**src/hw/irq_prio_pkg.sv**
```systemverilog
// Constants, types and register map of the interrupt priority bank
//
// Overview of operation
// - Code 111 is level 7, codes map linearly
// - Code 001 is level 1, 000 disables
// - Sync serial event level: word2 bits 10-8
// - Timer c level: word2 bits 2-0
// - Two-wire master level: word4 bits 6-4
// - Two-wire slave level: word4 bits 2-0
// - Only enabled sources reach arbitration
// - Sources with flag clear are never presented
package irq_prio_pkg;

	// ****************************************************************
	// Sizes and level codes
	// ****************************************************************
	localparam int NUM_SRC   = 16;
	localparam int NUM_WORDS = 5;
	localparam int LEVEL_W   = 3;

	typedef logic [LEVEL_W-1:0] level_t;

	localparam level_t LEVEL_OFF = 3'h0;
	localparam level_t LEVEL_MIN = 3'h1;
	localparam level_t LEVEL_MAX = 3'h7;
	localparam level_t LEVEL_RST = 3'h4;

	// ****************************************************************
	// Register byte offsets
	// ****************************************************************
	localparam logic [31:0] OFF_WORD0 = 32'h0000_0000;
	localparam logic [31:0] OFF_WORD1 = 32'h0000_0004;
	localparam logic [31:0] OFF_WORD2 = 32'h0000_0008;
	localparam logic [31:0] OFF_WORD3 = 32'h0000_000C;
	localparam logic [31:0] OFF_WORD4 = 32'h0000_0010;

	// ****************************************************************
	// Implemented bit masks and reset values
	// ****************************************************************
	localparam logic [15:0] MASK_WORD0 = 16'h7777;
	localparam logic [15:0] MASK_WORD1 = 16'h7770;
	localparam logic [15:0] MASK_WORD2 = 16'h7777;
	localparam logic [15:0] MASK_WORD3 = 16'h0077;
	localparam logic [15:0] MASK_WORD4 = 16'h7077;

	localparam logic [15:0] RST_WORD0 = 16'h4444;
	localparam logic [15:0] RST_WORD1 = 16'h4440;
	localparam logic [15:0] RST_WORD2 = 16'h4444;
	localparam logic [15:0] RST_WORD3 = 16'h0044;
	localparam logic [15:0] RST_WORD4 = 16'h4044;

	// ****************************************************************
	// Field positions (low bit) within their words
	// ****************************************************************
	localparam int TIMER_A_LSB      = 12;
	localparam int COMPARE_A_LSB    = 8;
	localparam int CAPTURE_A_LSB    = 4;
	localparam int EXT_LINE_A_LSB   = 0;
	localparam int TIMER_B_LSB      = 12;
	localparam int COMPARE_B_LSB    = 8;
	localparam int CAPTURE_B_LSB    = 4;
	localparam int SERIAL_RX_LSB    = 12;
	localparam int SS_EVENT_LSB     = 8;
	localparam int SS_ERROR_LSB     = 4;
	localparam int TIMER_C_LSB      = 0;
	localparam int CONV_DONE_LSB    = 4;
	localparam int SERIAL_TX_LSB    = 0;
	localparam int PIN_CHANGE_LSB   = 12;
	localparam int TW_MASTER_LSB    = 4;
	localparam int TW_SLAVE_LSB     = 0;

	// ****************************************************************
	// Per-source levels; source 0 sits in the low bits
	// ****************************************************************
	typedef struct packed {
		level_t two_wire_slave_level;
		level_t two_wire_master_level;
		level_t pin_change_level;
		level_t serial_tx_level;
		level_t converter_done_level;
		level_t timer_c_level;
		level_t sync_serial_error_level;
		level_t sync_serial_event_level;
		level_t serial_rx_level;
		level_t capture_b_level;
		level_t compare_b_level;
		level_t timer_b_level;
		level_t ext_line_a_level;
		level_t capture_a_level;
		level_t compare_a_level;
		level_t timer_a_level;
	} levels_t;

	localparam logic [1:0] HTRANS_NONSEQ = 2'h2;

endpackage

```
**src/hw/irq_priority_field_bank.sv**
```systemverilog
// Interrupt priority field bank with AHB-Lite register access
`timescale 1ns/100ps
module irq_priority_field_bank (
	// Clock and reset
	input  wire logic                  clk_i,
	input  wire logic                  arst_n_i,
	// AHB-Lite slave
	input  wire logic                  hsel_i,
	input  wire logic [31:0]           haddr_i,
	input  wire logic [1:0]            htrans_i,
	input  wire logic                  hwrite_i,
	input  wire logic [2:0]            hsize_i,
	input  wire logic [31:0]           hwdata_i,
	input  wire logic                  hready_i,
	output logic      [31:0]           hrdata_o,
	output logic                       hreadyout_o,
	output logic                       hresp_o,
	// Per-source flag and enable
	input  wire logic [15:0]           flag_i,
	input  wire logic [15:0]           enable_i,
	// Levels toward arbitration
	output irq_prio_pkg::levels_t      prog_levels_o,
	output irq_prio_pkg::levels_t      req_levels_o,
	output logic      [15:0]           req_o
);

	// ****************************************************************
	// Decode helpers
	// ****************************************************************
	function automatic logic addr_hit(input logic [31:0] a);
		addr_hit = (a == irq_prio_pkg::OFF_WORD0) ||
			(a == irq_prio_pkg::OFF_WORD1) ||
			(a == irq_prio_pkg::OFF_WORD2) ||
			(a == irq_prio_pkg::OFF_WORD3) ||
			(a == irq_prio_pkg::OFF_WORD4);
	endfunction

	function automatic logic [2:0] addr_idx(input logic [31:0] a);
		addr_idx = a[4:2];
	endfunction

	function automatic logic [15:0] word_mask(input logic [2:0] i);
		unique case (i)
			3'h0:    word_mask = irq_prio_pkg::MASK_WORD0;
			3'h1:    word_mask = irq_prio_pkg::MASK_WORD1;
			3'h2:    word_mask = irq_prio_pkg::MASK_WORD2;
			3'h3:    word_mask = irq_prio_pkg::MASK_WORD3;
			3'h4:    word_mask = irq_prio_pkg::MASK_WORD4;
			default: word_mask = 16'h0000;
		endcase
	endfunction

	// ****************************************************************
	// Bus address phase capture and register bank
	// ****************************************************************
	logic [4:0][15:0] bank_reg;
	logic [4:0][15:0] bank_next;
	logic             wr_pend_reg;
	logic             wr_pend_next;
	logic [2:0]       wr_idx_reg;
	logic [2:0]       wr_idx_next;
	logic [15:0]      rdata_reg;
	logic [15:0]      rdata_next;
	logic             addr_ok;
	logic             rd_ok;

	always_comb begin
		addr_ok = hsel_i && hready_i &&
			(htrans_i == irq_prio_pkg::HTRANS_NONSEQ);
		rd_ok = addr_ok && !hwrite_i && addr_hit(haddr_i);
		wr_pend_next = wr_pend_reg;
		wr_idx_next = wr_idx_reg;
		bank_next = bank_reg;
		rdata_next = rdata_reg;
		if (hready_i) begin
			wr_pend_next = addr_ok && hwrite_i && addr_hit(haddr_i);
			wr_idx_next = addr_idx(haddr_i);
		end
		if (wr_pend_reg && hready_i) begin
			// Unimplemented positions never store
			bank_next[wr_idx_reg] = hwdata_i[15:0] &
				word_mask(wr_idx_reg);
		end
		if (addr_ok && !hwrite_i) begin
			// Forward a write in its data phase to a following read
			rdata_next = rd_ok ? bank_next[addr_idx(haddr_i)] : 16'h0000;
		end
	end

	always_ff @(posedge clk_i or negedge arst_n_i) begin
		if (!arst_n_i) begin
			bank_reg[0] <= irq_prio_pkg::RST_WORD0;
			bank_reg[1] <= irq_prio_pkg::RST_WORD1;
			bank_reg[2] <= irq_prio_pkg::RST_WORD2;
			bank_reg[3] <= irq_prio_pkg::RST_WORD3;
			bank_reg[4] <= irq_prio_pkg::RST_WORD4;
			wr_pend_reg <= 1'b0;
			wr_idx_reg <= 3'h0;
			rdata_reg <= 16'h0000;
		end else begin
			bank_reg <= bank_next;
			wr_pend_reg <= wr_pend_next;
			wr_idx_reg <= wr_idx_next;
			rdata_reg <= rdata_next;
		end
	end

	assign hrdata_o = {16'h0000, rdata_reg};
	assign hreadyout_o = 1'b1;
	assign hresp_o = 1'b0;

	// ****************************************************************
	// Field extraction
	// ****************************************************************
	irq_prio_pkg::levels_t levels;

	always_comb begin
		levels.timer_a_level =
			bank_reg[0][irq_prio_pkg::TIMER_A_LSB +: 3];
		levels.compare_a_level =
			bank_reg[0][irq_prio_pkg::COMPARE_A_LSB +: 3];
		levels.capture_a_level =
			bank_reg[0][irq_prio_pkg::CAPTURE_A_LSB +: 3];
		levels.ext_line_a_level =
			bank_reg[0][irq_prio_pkg::EXT_LINE_A_LSB +: 3];
		levels.timer_b_level =
			bank_reg[1][irq_prio_pkg::TIMER_B_LSB +: 3];
		levels.compare_b_level =
			bank_reg[1][irq_prio_pkg::COMPARE_B_LSB +: 3];
		levels.capture_b_level =
			bank_reg[1][irq_prio_pkg::CAPTURE_B_LSB +: 3];
		levels.serial_rx_level =
			bank_reg[2][irq_prio_pkg::SERIAL_RX_LSB +: 3];
		levels.sync_serial_event_level =
			bank_reg[2][irq_prio_pkg::SS_EVENT_LSB +: 3];
		levels.sync_serial_error_level =
			bank_reg[2][irq_prio_pkg::SS_ERROR_LSB +: 3];
		levels.timer_c_level =
			bank_reg[2][irq_prio_pkg::TIMER_C_LSB +: 3];
		levels.converter_done_level =
			bank_reg[3][irq_prio_pkg::CONV_DONE_LSB +: 3];
		levels.serial_tx_level =
			bank_reg[3][irq_prio_pkg::SERIAL_TX_LSB +: 3];
		levels.pin_change_level =
			bank_reg[4][irq_prio_pkg::PIN_CHANGE_LSB +: 3];
		levels.two_wire_master_level =
			bank_reg[4][irq_prio_pkg::TW_MASTER_LSB +: 3];
		levels.two_wire_slave_level =
			bank_reg[4][irq_prio_pkg::TW_SLAVE_LSB +: 3];
	end

	assign prog_levels_o = levels;

	// ****************************************************************
	// Request gating toward arbitration
	// ****************************************************************
	logic [47:0] lv_flat;
	logic [47:0] gated_next;
	logic [15:0] req_next;
	logic [47:0] gated_reg;
	logic [15:0] req_reg;

	always_comb begin
		lv_flat = levels;
		gated_next = 48'h0000_0000_0000;
		req_next = 16'h0000;
		for (int k = 0; k < irq_prio_pkg::NUM_SRC; k++) begin
			// Code 000 is off; any other code is its own level
			req_next[k] = flag_i[k] && enable_i[k] &&
				(lv_flat[3*k +: 3] != irq_prio_pkg::LEVEL_OFF);
			gated_next[3*k +: 3] = req_next[k] ?
				lv_flat[3*k +: 3] : irq_prio_pkg::LEVEL_OFF;
		end
	end

	always_ff @(posedge clk_i or negedge arst_n_i) begin
		if (!arst_n_i) begin
			gated_reg <= 48'h0000_0000_0000;
			req_reg <= 16'h0000;
		end else begin
			gated_reg <= gated_next;
			req_reg <= req_next;
		end
	end

	assign req_levels_o = irq_prio_pkg::levels_t'(gated_reg);
	assign req_o = req_reg;
endmodule

```
**config.mk**
```make
export PLATFORM = sky130hd
export DESIGN_NAME = irq_priority_field_bank
export DESIGN_NICKNAME = d
export VERILOG_FILES = /design/src/hw/irq_prio_pkg.sv /design/src/hw/irq_priority_field_bank.sv
export SDC_FILE = /design/constraint.sdc
export NUM_CORES = 1
export LEC_CHECK = 0
export BUFFER_PORTS_ARGS = -buffer_cell sky130_fd_sc_hd__buf_4
export CORE_MARGIN = 2
export CORE_UTILIZATION = 45
export DETAILED_ROUTE_END_ITERATION = 10
export GPL_TIMING_DRIVEN = 1
export HOLD_SLACK_MARGIN = 0.03
export PLACE_DENSITY = 0.88
export SLEW_MARGIN = 10
export SYNTH_ARGS = -nofsm -noshare
export SYNTH_HDL_FRONTEND = slang
export SYNTH_SLANG_ARGS = --single-unit
```
**constraint.sdc**
```tcl
create_clock -name clk_i -period 1.9 [get_ports clk_i]
set_clock_uncertainty 0.1 [all_clocks]
set_input_delay 0.38 -clock clk_i [delete_from_list [all_inputs] [get_ports clk_i]]
set_output_delay 0.38 -clock clk_i [all_outputs]
set_load 0.01 [all_outputs]
```
==> results.md, run 1 <==
- The flow ran to the end, but the final reports show violations.
- The final reports fail on negative setup slack.
- The number of design rule violations left after detail routing is 0.
- The tool flagged a number of max-cap violations equal to 0.
- The dominant register cell in the synthesized netlist is sky130_fd_sc_hd__dfrtp_1.
- The overall global routing resource usage is 0.247.
- Data arrives at the worst endpoint at approximately 2.3 ns.
- The via count of the first global-routing pass came to ~6400.
- The first routing iteration left approximately 700 violations.
- Port buffering added 210 buffers.
- The I/O pin count is 252.
- In the synthesized netlist, the cells that appear most often are sky130_fd_sc_hd__dfrtp_1, sky130_fd_sc_hd__buf_4, sky130_fd_sc_hd__and3_1.
- The start point of the critical path is wr_idx_reg[2]$_DFFE_PN0P_.
- The required time of the critical path is around 2.1 ns.
- The source of the worst register-to-register timing path is wr_idx_reg[2]$_DFFE_PN0P_.
- Counting both buffers and inverters, the worst setup path holds a total of 1.
- The worst-skew pair later-pin latency is between 0.4 and 0.5 ns.
- VDD sags by at most between 0.6 and 0.7 mV.
- Across all setup checks in the final design, the least slack found is -0.132 ns.
- The total detailed-routing wirelength is ~23000 microns.
- In the final layout, the share of cells above drive strength 1 is 0.483.
- The final-layout fill cell count is 1072.
- The number of clock sinks seen by CTS is between 150 and 200.
- The post-layout utilization of the core is 0.663.
- The count of non-filler cells in the finished layout is approximately 1100.
- The starting utilization of the core area is 0.462.
- The die covers 0.0174 sq mm.
- The post-synthesis sequential area ratio is 0.560.
- The largest stage delay on the critical path is roughly 0.46 ns.
- The total negative slack for setup checks is -0.728 ns.
- Across all layers, the routed design uses about 6500 vias.
- The type of origin of the critical path is a flop.
- The top cell type by total area after synthesis is sky130_fd_sc_hd__dfrtp_1.
- The number of clock buffers added by TritonCTS is 17.
- The detail route stage leaves a number of antenna-violating nets equal to 0.
- The number of vias per cell after detailed routing is 5.71.
- The type of the worst setup path is reg -> reg.
- The number of warning messages in the yosys log is 0.
- The clock tree from TritonCTS is yes.
- The horizontal die dimension is 132 microns.
- The cell family contributing the most delay on the critical path is multiplexers.
- Averaged over all synthesized cells, the footprint is 11.1 sq um.
- By instance count, the leading cell after synthesis is sky130_fd_sc_hd__dfrtp_1.
- The region available for standard cell placement spans ~0.016 sq mm.
- The final count of pins violating max slew was 0.
- The path type of the worst min-delay path is in -> reg.
- The leakage power is roughly 0.0056 uW.
- The shortest clock period the worst path allows after layout is 2.03 ns.
- The worst hold path begins at flag_i[12].
- The H-tree level count is 4.
- The number of nets in the layout is around 1000.
- The final count of negative-setup-slack endpoints is 10.
- The number of failing hold endpoints at the final stage is 0.
- The highest fanout seen on the critical path is 8.
- The floorplan row count is 46.
- Counting tap cells, the placed design contains a total of 1095 instances.
- The synthesized design contains 0 enable-type register cells.
- STA classifies the critical path endpoint as a flop.
- Walking the worst path, the cells encountered are buf_6, and4bb_4, nand2_2, mux2_4, mux4_2, a2bb2oi_1.
- In the finished design, the share of the clock period the worst path needs comes to 1.07.
- In this run, synthesis produced a sequential element count of 164.
- The share of the synthesized area in the top cell type is 0.503.
- The post-synth design cell area is about 0.0074 sq mm.
- The power density relative to cell area is ~760 mW/mm^2.
- The initial antenna violation count was 0.
- The number of instances in the synthesized netlist is approximately 660.
- The longest clock path from root to sink contains 2 buffers.
- The count of inserted antenna diode cells is 0.
- Among all stages on the critical path, the largest delay is contributed by sky130_fd_sc_hd__mux4_2.
- CTS placed an instance of sky130_fd_sc_hd__clkbuf_16 at the clock tree root.
- The synthesis-to-layout area growth is 43.6%.
- The detail-routed net length per standard cell is between 15 and 20 microns.
- The half-perimeter wire length after placement is ~15000 microns.
- Setup repair after global routing could not meet its margin everywhere.
- The final estimated routing congestion in global placement is just under 0.9.
- The number of distinct library cells after synthesis is a little under 60.
- The count of TritonRoute iterations in the first routing pass is 6.
- The total overflow left after global routing is 0.
- Clock-pin slew was measured on the worst setup and hold paths at 0.06 ns.
- Static timing analysis puts the maximum clock frequency at 0.492 GHz.
- On the final layout, the worst hold slack is between 0.08 and 0.09 ns.
- In the post-synthesis netlist, the biggest area contributors are sky130_fd_sc_hd__dfrtp_1, sky130_fd_sc_hd__buf_4, sky130_fd_sc_hd__dfstp_2.
- After synthesis, the share of flip-flops with an asynchronous set or reset is 1.00.
- The floorplan step set the die height to 132 microns.
- Entering global routing, the biggest net connects 42 pins.
- The first global-routing pass estimated 33900 microns of wire.
==> cell type report <==
cell class,instances,area (sq um),share of cell area
Timing Repair Buffer,316,2520,0.238
Inverter,22,86.3,0.00816
Tap cell,216,270,0.0256
Multi-Input combinational cell,394,2960,0.280
Clock inverter,12,151,0.0143
Clock buffer,20,467,0.0441
Sequential cell,164,4130,0.390
==> per-layer routing <==
| metal | global-route usage | wire length [microns] | up-vias |
|---|---|---|---|
| li1 | - | - | 2825 |
| met1 | 0.308 | 8570 | 3202 |
| met2 | 0.411 | 11200 | 409 |
| met3 | 0.0588 | 2040 | 94 |
| met4 | 0.110 | 814 | 0 |
| met5 | 0 | 0 | - |
==> cells in the final DEF, fill, tap and decap left out, types with 6 or more instances in the layout <==
master                      instances
sky130_fd_sc_hd__buf_4            289
sky130_fd_sc_hd__and2_1            26
sky130_fd_sc_hd__mux2_4            13
sky130_fd_sc_hd__mux2_2            15
sky130_fd_sc_hd__a21oi_1           15
sky130_fd_sc_hd__a31oi_1            8
sky130_fd_sc_hd__nand2_1           35
sky130_fd_sc_hd__o21ai_1           18
sky130_fd_sc_hd__o211ai_1          18
sky130_fd_sc_hd__buf_6             21
sky130_fd_sc_hd__inv_1             20
sky130_fd_sc_hd__nor2_1             8
sky130_fd_sc_hd__dfrtp_1          146
sky130_fd_sc_hd__conb_1            18
sky130_fd_sc_hd__nand3_1           14
sky130_fd_sc_hd__o311a_1           16
sky130_fd_sc_hd__clkbuf_16         17
sky130_fd_sc_hd__o21ai_0           18
sky130_fd_sc_hd__dfstp_2           16
sky130_fd_sc_hd__a22oi_1            6
sky130_fd_sc_hd__and3_1            51
==> cells by family after synthesis <==
kind of cell	synth area share
and+or+nand+nor	0.148
DFF	0.560
AOI/OAI and AO/OA	0.146
buffers and inverters	0.0961
muxes	0.0477
other	0.00102
xor gates and xnor gates	0.00119
==> final timing paths <==
check | endpoint | slack [ns] | depth (start not counted)
max | rdata_reg[14]$_DFFE_PN0P_ | -0.13 | 6
min | req_o[12]$_DFF_PN0_ | 0.09 | 2
max reg2reg | rdata_reg[14]$_DFFE_PN0P_ | -0.13 | 6
min reg2reg | bank_reg[19]$_DFF_PN0_ | 0.39 | 1
max in group asynchronous | req_levels_o[24]$_DFF_PN0_ | 0.77 | 3
min in group asynchronous | req_levels_o[8]$_DFF_PN0_ | 0.34 | 2
==> through the flow <==
stage | total power [uW] | worst slack (ns) | instance area, sq um
after floorplan | 3950 | -0.0162 | 7520
after global placement | 4350 | -0.247 | 9450
after detailed placement | 4370 | -0.297 | 9450
after CTS | 7930 | -0.0991 | 10300
after global routing | 8230 | -0.167 | 10600
final | 8000 | -0.132 | 10600
==> power breakdown <==
group          internal [uW]  total (uW)  switching (uW)  leakage [uW]
clock network           2170        3590            1420      0.000302
registers               3550        3600            52.5       0.00221
logic                    379         810             431       0.00309
==> timing repair <==
item,4_1_cts,5_1_grt
buffers inserted,10,8
pin swaps,8,33
gates resized for setup,38,67
hold buffers,1,0
endpoints found under the setup margin,15,20
hold endpoints to repair,29,0
No activity file was read; power rests on OpenSTA's default activity.
==> inputs of run 2 (changes only) <==
- RECOVER_POWER: not set -> 100
==> run 2 against run 1 <==
The flow still finishes with violations (negative setup slack). First-iteration DRC count up 4.5%. Routed wire length down 0.28%. Register-to-register slack is essentially flat. Non-clock buffer count stayed put. Cell count is the same. Largest power group unchanged.
==> results.md, run 2 (same netlist as run 1, synthesis figures left out) <==
- The I/O pin count is 252 (unchanged).
- The worst-case vdd ir drop came to 0.673 mV (+0.33%).
- The worst setup path is of the reg -> reg kind.
- The total of buffers placed on input and output ports is 210 (unchanged).
- The area of combinational cells with multiple inputs is 0.00296 sq mm (unchanged).
- The global-route congestion overflow total is 0 (unchanged).
- The post-place setup slack was -0.297 ns (unchanged).
- The final estimated routing congestion in global placement is 0.875 (unchanged).
- The final worst slack is -0.135 ns (-0.00356 ns).
- The sequential fraction of design power is 0.450 (about the same).
- For this design, the slowest cell found on the critical path is sky130_fd_sc_hd__mux4_2.
- The period utilization is 1.07 (+0.00187).
- The post-placement cell count came to 1095 (unchanged).
- The count of non-filler cells in the finished layout is 1144 (unchanged).
- The cell-internal power is 6100 uW (about the same).
- The net switching power of the design is 1900 uW (-0.11%).
- The startpoint identified for the worst hold timing path is flag_i[1].
- The signal on the critical path passes through buf_6, and4bb_4, nand2_2, mux2_4, mux4_2, a2bb2oi_1.
- The number of failing hold endpoints at the final stage was 0 (unchanged).
- In the layout the commonest cells are sky130_fd_sc_hd__buf_4, sky130_fd_sc_hd__dfrtp_1, sky130_fd_sc_hd__and3_1.
- The checks that failed: negative setup slack.
- The leakage power is 0.00559 uW (about the same).
- The count of cells along the worst hold path was 2 (unchanged).
- The clock transition time at the flip-flop clock pins of the worst setup and hold paths came to 0.07 ns (about the same).
- The number of design rule violations left after detail routing came to 0 (unchanged).
- The half-perimeter wire length after placement came to 15100 microns (unchanged).
- The type of origin of the critical path is a flop.
- The endpoint identified for the worst register-to-register timing path is rdata_reg[14]$_DFFE_PN0P_.
- The largest net degree at the start of global routing is 42 (unchanged).
- The run finished, with violations left.
- The largest stage delay on the critical path was 0.46 ns (about the same).
- The synthesis-to-layout area growth is 43.6% (unchanged).
- The vertical die dimension was 132 microns (unchanged).
- The share of total power consumed by net switching is 0.238 (about the same).
- The number of buffers inserted during clock tree synthesis is 17 (unchanged).
- The met2 capacity usage during global routing is 0.411 (unchanged).
- The number of vias per cell after detailed routing is 5.72 (+0.26%).
- The initial antenna violation count is 0 (unchanged).
- The count of inserted antenna diode cells was 0 (unchanged).
- The share of final-layout standard cells stronger than drive strength 1 was 0.475 (-0.00754).
- The power density relative to cell area came to 756 mW/mm^2 (about the same).
- The area used by sequential logic in the layout is 0.00413 sq mm (unchanged).
- The number of maximum-capacitance violations is 0 (unchanged).
- The relative contribution of combinational cells to total power is 0.101 (about the same).
- The number of cells on the worst reg-to-reg path was 6 (unchanged).
- The final count of negative-setup-slack endpoints came to 9 (-1).
- The shortest clock period the worst path allows after layout came to 2.04 ns (+0.00356 ns).
- The horizontal die dimension came to 132 microns (unchanged).
- Setup repair after global routing could not meet its margin everywhere.
- The clock tree from TritonCTS is yes.
- The power share of the clock group is 0.449 (about the same).
- The fraction of met3 tracks used by global routing is 0.0588 (unchanged).
- The wire length of the first global-routing pass was 33900 microns (unchanged).
- The starting utilization of the core area came to 0.462 (unchanged).
- The area of the core is 0.0159 sq mm (unchanged).
- The highest fanout seen on the critical path is 8 (unchanged).
- The floorplan row count came to 46 (unchanged).
- The most frequent standard cell in the layout excluding fill and tap cells is sky130_fd_sc_hd__buf_4.
- The final count of pins violating max slew is 0 (unchanged).
- The detail-routed net length per standard cell came to 19.7 microns (-0.28%).
- The cell at the root of the clock tree is sky130_fd_sc_hd__clkbuf_16.
- The category of the worst setup path capture point is a flop.
- The via count of the first global-routing pass is 6364 (unchanged).
- For hold timing, the worst endpoint is req_o[1]$_DFF_PN0_.
- The highest clock frequency the design can meet is 0.491 GHz (-0.17%).
- The layer flagged by global routing as most heavily used is met2.
- The required time of the critical path is 2.12 ns (about the same).
- The post-layout utilization of the core is 0.663 (unchanged).
- The final-layout fill cell count came to 1072 (unchanged).
- The number of DRC markers in iteration 0 was 749 (+4.5%).
- The overall global routing resource usage is 0.247 (unchanged).
- The number of clock sinks seen by CTS is 164 (unchanged).
- The met1 global-route usage is 0.308 (unchanged).
- The number of vias after detailed routing is 6547 (+0.26%).
- The worst-skew pair later-pin latency is 0.44 ns (about the same).
- The count of TritonRoute iterations in the first routing pass is 5 (-1).
- The die area is 0.0174 sq mm (unchanged).
- The signal arrival time at the worst endpoint is 2.26 ns (about the same).
- The number of nets still failing antenna checks after routing came to 0 (unchanged).
- The path type of the worst min-delay path is in -> reg.
- The total detailed-routing wirelength is 22600 microns (-0.28%).
- The source of the worst register-to-register timing path is wr_idx_reg[2]$_DFFE_PN0P_.
- The maximum clock path buffer count is 2 (unchanged).
- The number of nets in the layout is 1021 (unchanged).
- The H-tree level count came to 4 (unchanged).
- The total negative slack for setup checks is -0.669 ns (+0.0592 ns).
- The worst setup slack for register-to-register paths is -0.14 ns (about the same).
## run 2: cell counts in the layout (fill, tap and decap cells not counted)
No cell type changed its count.
## run 2: worst max-delay path, delay by kind of cell (launching register included)
family,cells,cell delay (ns)
flip-flops,1,0.39
buffers and inverters,1,0.14
AND/OR/NAND/NOR,2,0.38
multiplexers,2,0.77
AO/OA/AOI/OAI,1,0.14
## run 2: per-stage QoR
stage | cell area [sq um] | total power, uW | hold WS (ns)
5_1_grt | 10600 | 8230 | 0.0923
4_1_cts | 10300 | 7930 | 0.0910
6_report | 10600 | 8000 | 0.0900
3_5_place_dp | 9450 | 4370 | 0.239
2_1_floorplan | 7520 | 3950 | -0.0156
3_3_place_gp | 9450 | 4350 | 0.235
## run 2: per-layer routing
| metal | part of all wire | up-vias | wire length [microns] |
|---|---|---|---|
| li1 | - | 2821 | - |
| met1 | 0.38 | 3221 | 8520 |
| met2 | 0.50 | 411 | 11200 |
| met3 | 0.089 | 94 | 2020 |
| met4 | 0.038 | 0 | 852 |
| met5 | 0 | - | 0 |
## run 2: cell type report
cell class,instances,share of cell area
Sequential cell,164,0.390
Multi-Input combinational cell,394,0.280
Timing Repair Buffer,316,0.238
Clock buffer,20,0.0441
Tap cell,216,0.0256
Clock inverter,12,0.0143
Inverter,22,0.00816
## run 2: what timing repair did
| item | CTS | global route |
|---|---|---|
| buffers inserted | 10 | 8 |
| endpoints found under the setup margin | 15 | 20 |
| pin swaps | 8 | 33 |
| gates resized for setup | 38 | 67 |
| endpoints found under the hold margin | 29 | 0 |
| hold buffers | 1 | 0 |
## run 2: how the worst max path moves through the flow
stage,end,depth (start not counted),slack [ns],startpoint
2_1_floorplan,rdata_reg[10]$_DFFE_PN0P_,5,-0.02,haddr_i[1]
3_3_place_gp,rdata_reg[0]$_DFFE_PN0P_,8,-0.25,haddr_i[19]
3_5_place_dp,rdata_reg[0]$_DFFE_PN0P_,8,-0.30,haddr_i[26]
4_1_cts,rdata_reg[14]$_DFFE_PN0P_,6,-0.1,wr_idx_reg[2]$_DFFE_PN0P_
5_1_grt,rdata_reg[14]$_DFFE_PN0P_,6,-0.17,wr_idx_reg[2]$_DFFE_PN0P_
6_report,rdata_reg[14]$_DFFE_PN0P_,6,-0.14,wr_idx_reg[2]$_DFFE_PN0P_
## run 2: power groups by stage
stage	sequential, uW	combinational (uW)	clock [uW]
final	3600	807	3590
after global routing	3610	860	3760
after CTS	3600	750	3580
after detailed placement	3660	708	0
after global placement	3660	689	0
after floorplan	3650	295	0
==> inputs of run 3 (changes only) <==
- ABC_AREA: not set -> 1
- PLACE_DENSITY: 0.88 -> 0.73
==> run 3 against run 2 <==
The flow now finishes without violations. Combinational power rose by 4.5%. Clock power is 3% higher. Critical endpoint is now rdata_reg[1]$_DFFE_PN0P_. Register-to-register slack improved by 0.22 ns. Non-clock buffer count shrank 64. Cell count is 18% higher.
==> results.md, run 3 <==
- The flow ran to the end, and the final reports show no timing, DRC or antenna violations.
- The total non-filler cell area in the finished layout is 0.00991 sq mm (-6.3%).
- The overall global routing resource usage is 0.234 (-0.0132).
- The total detailed-routing wirelength is 20300 microns (-10%).
- The overall power after layout is 8170 uW (+2.2%).
- The source of the worst register-to-register timing path is wr_idx_reg[2]$_DFFE_PN0P_.
- The maximum clock path buffer count is 2 (unchanged).
- The measured slew at the worst slew-check pin is 0.958 ns.
- The share of final-layout standard cells stronger than drive strength 1 is 0.274 (-0.201).
- After synthesis, the most frequently instantiated cells are sky130_fd_sc_hd__nand2_1, sky130_fd_sc_hd__dfrtp_1, sky130_fd_sc_hd__inv_1.
- The number of clock sinks seen by CTS is 164 (unchanged).
- The number of design rule violations left after detail routing came to 0 (unchanged).
- The count of cells along the worst hold path came to 3 (+1).
- The post-detailed-placement cell area came to 0.00927 sq mm (-1.9%).
- The number of vias per cell after detailed routing is 4.83 (-16%).
- The area of combinational cells with multiple inputs was 0.00240 sq mm (-19%).
- The initial antenna violation count came to 0 (unchanged).
- The number of instances in the synthesized netlist is 918 (+39%).
- The number of synthesized flops with an enable pin is 0 (unchanged).
- The horizontal die dimension is 134 microns (+1.7%).
- The signal arrival time at the worst endpoint is 2.03 ns (-0.23 ns).
- The highest clock frequency the design can meet is 0.551 GHz (+12%).
- The via count of the first global-routing pass is 6407 (+0.68%).
- The period utilization is 0.955 (-0.116).
- The required time of the critical path is 2.12 ns (about the same).
- The final estimated routing congestion in global placement was 0.933 (+6.6%).
- The most frequent standard cell in the layout excluding fill and tap cells is sky130_fd_sc_hd__buf_4.
- The share of synthesized flip-flops with an asynchronous set or reset is 1.00 (unchanged).
- The top cell types in the final layout, fill and taps aside, are sky130_fd_sc_hd__buf_4, sky130_fd_sc_hd__nand2_1, sky130_fd_sc_hd__dfrtp_1.
- The post-synth design cell area is 0.00762 sq mm (+3.5%).
- The number of maximum-capacitance violations was 0 (unchanged).
- The clock transition time at the flip-flop clock pins of the worst setup and hold paths is 0.06 ns (about the same).
- The number of buffers inserted during clock tree synthesis came to 17 (unchanged).
- The final count of negative-setup-slack endpoints is 0 (-9).
- The starting utilization of the core area is 0.460 (-0.00246).
- The number of nets still failing antenna checks after routing is 0 (unchanged).
- The clock tree from TritonCTS is yes.
- The type of origin of the critical path is a flop.
- The number of DRC markers in iteration 0 was 452 (-40%).
- The wire length of the first global-routing pass is 32500 microns (-4.2%).
- The highest fanout seen on the critical path is 11 (+3).
- The cell at the root of the clock tree is sky130_fd_sc_hd__clkbuf_16.
- The area used by sequential logic in the layout is 0.00413 sq mm (unchanged).
- The top cell type by total area after synthesis is sky130_fd_sc_hd__dfrtp_1.
- The total of buffers placed on input and output ports is 210 (unchanged).
- Setup repair after global routing could not meet its margin everywhere.
- The vertical die dimension came to 134 microns (+1.7%).
- The power density relative to cell area is 824 mW/mm^2 (+9.0%).
- The post-placement cell count is 1315 (+20%).
- The worst setup slack for register-to-register paths is 0.08 ns (+0.22 ns).
- The synthesis-to-layout area growth is 30.1%.
- The final worst hold slack is 0.0953 ns (+0.00536 ns).
- The shortest clock period the worst path allows after layout is 1.82 ns (-0.220 ns).
- The post-synthesis sequential area ratio is 0.541 (-0.0187).
- The normalized max-slew margin is 0.361.
- The worst-case vdd ir drop is 0.705 mV (+4.7%).
- The detail-routed net length per standard cell is 15.1 microns (-24%).
- The number of cells on the worst reg-to-reg path is 11 (+5).
- The number of register bits inferred by synthesis came to 164 (unchanged).
- The largest net degree at the start of global routing is 41 (-2.4%).
- The floorplan row count came to 47 (+2.2%).
- The start point of the critical path is wr_idx_reg[2]$_DFFE_PN0P_.
- The final-layout fill cell count is 1487 (+39%).
- The critical path capture point is rdata_reg[1]$_DFFE_PN0P_.
- The buffers inserted during post-CTS setup optimization is 0 (-10).
- The H-tree level count came to 4 (unchanged).
- By startpoint and endpoint, the worst setup path is classified as reg -> reg.
- The number of nets in the layout is 1221 (+20%).
- The most used standard cell by instance count after synthesis is sky130_fd_sc_hd__nand2_1.
- The worst-skew pair later-pin latency is 0.43 ns (about the same).
- The die area came to 0.0180 sq mm (+3.4%).
- The count of inserted antenna diode cells is 0 (unchanged).
- The mean instance size in the synthesized netlist was 8.30 sq um (-26%).
- The global-route congestion overflow total is 0 (unchanged).
- For this run, the leading register cell type out of synthesis is sky130_fd_sc_hd__dfrtp_1.
- The I/O pin count is 252 (unchanged).
- STA classifies the critical path endpoint as a flop.
- The leakage power is 0.00555 uW (-0.73%).
- The number of distinct library cells after synthesis is 34 (-41%).
- The number of vias after detailed routing is 6506 (-0.63%).
- The share of the synthesized area in the top cell type is 0.486 (-0.0168).
- The half-perimeter wire length after placement is 15700 microns (+4.2%).
- The min-delay analysis places its worst path in the category in -> reg.
- The count of non-filler cells in the finished layout was 1348 (+18%).
- The number of warning messages in the yosys log is 0 (unchanged).
- By area the synthesized netlist is led by sky130_fd_sc_hd__dfrtp_1, sky130_fd_sc_hd__nand2_1, sky130_fd_sc_hd__buf_4.
- The final count of pins violating max slew is 0 (unchanged).
- The area of the core was 0.0166 sq mm (+4.0%).
- The number of failing hold endpoints at the final stage is 0 (unchanged).
- The end of the worst register-to-register path is rdata_reg[1]$_DFFE_PN0P_.
- The count of TritonRoute iterations in the first routing pass was 5 (unchanged).
- The total negative slack for setup checks is 0 ns (+0.669 ns).
run 3: cell type report:
class,count,area share
Timing Repair Buffer,252,0.195
Tap cell,220,0.0278
Sequential cell,164,0.416
Multi-Input combinational cell,538,0.243
Inverter,142,0.0544
Clock buffer,21,0.0464
Clock inverter,11,0.0177
run 3: through the flow:
stage,worst slack (ns),utilization
3_3_place_gp,0.0118,0.559
4_1_cts,0.0349,0.598
5_1_grt,-0.0606,0.598
3_5_place_dp,-0.0354,0.559
6_report,0.0850,0.598
2_1_floorplan,0.295,-
run 3: cells by family after synthesis:
| family | share of synthesized area |
|---|---|
| AO/OA/AOI/OAI | 0.0456 |
| buffers and inverters | 0.153 |
| other | 0.000985 |
| flip-flops | 0.541 |
| AND/OR/NAND/NOR | 0.259 |
run 3: worst min-delay path by stage:
stage,slack (ns),from,to
2_1_floorplan,-0.02,arst_n_i,bank_reg[11]$_DFF_PN0_
3_3_place_gp,0.21,arst_n_i,req_levels_o[35]$_DFF_PN0_
3_5_place_dp,0.22,arst_n_i,req_levels_o[33]$_DFF_PN0_
4_1_cts,0.09,enable_i[3],req_levels_o[11]$_DFF_PN0_
5_1_grt,0.09,enable_i[9],req_levels_o[29]$_DFF_PN0_
6_report,0.1,enable_i[9],req_levels_o[29]$_DFF_PN0_
run 3: worst max-delay path, cell delays in order (launching register included):
cell	delay (ns)
sky130_fd_sc_hd__dfrtp_2	0.46
sky130_fd_sc_hd__inv_4	0.12
sky130_fd_sc_hd__nand2_1	0.09
sky130_fd_sc_hd__nor2_1	0.13
sky130_fd_sc_hd__buf_4	0.19
sky130_fd_sc_hd__nand2_1	0.08
sky130_fd_sc_hd__nand3_1	0.08
sky130_fd_sc_hd__nand3_1	0.16
sky130_fd_sc_hd__nand3_1	0.12
sky130_fd_sc_hd__nand2_1	0.05
sky130_fd_sc_hd__nand2_1	0.06
sky130_fd_sc_hd__nand2_1	0.06
run 3: where the power goes:
part / internal (uW) / switching, uW
registers: 3600 / 51.7
logic: 352 / 491
clock network: 2280 / 1400
run 3: repair_timing:
| action | in CTS | in global routing |
|---|---|---|
| resized for setup | 0 | 12 |
| hold endpoints to repair | 29 | 0 |
| hold buffers | 1 | 0 |
| setup endpoints to repair | 0 | 16 |
run 3: routing by layer:
| layer | wire length (microns) | GRT usage | up-vias | share of wire |
|---|---|---|---|---|
| li1 | - | - | 3131 | - |
| met4 | 587 | 0.0982 | 0 | 0.029 |
| met1 | 8720 | 0.316 | 3044 | 0.43 |
| met2 | 9350 | 0.369 | 295 | 0.46 |
| met3 | 1660 | 0.0514 | 36 | 0.082 |
| met5 | 0 | 0 | - | 0 |
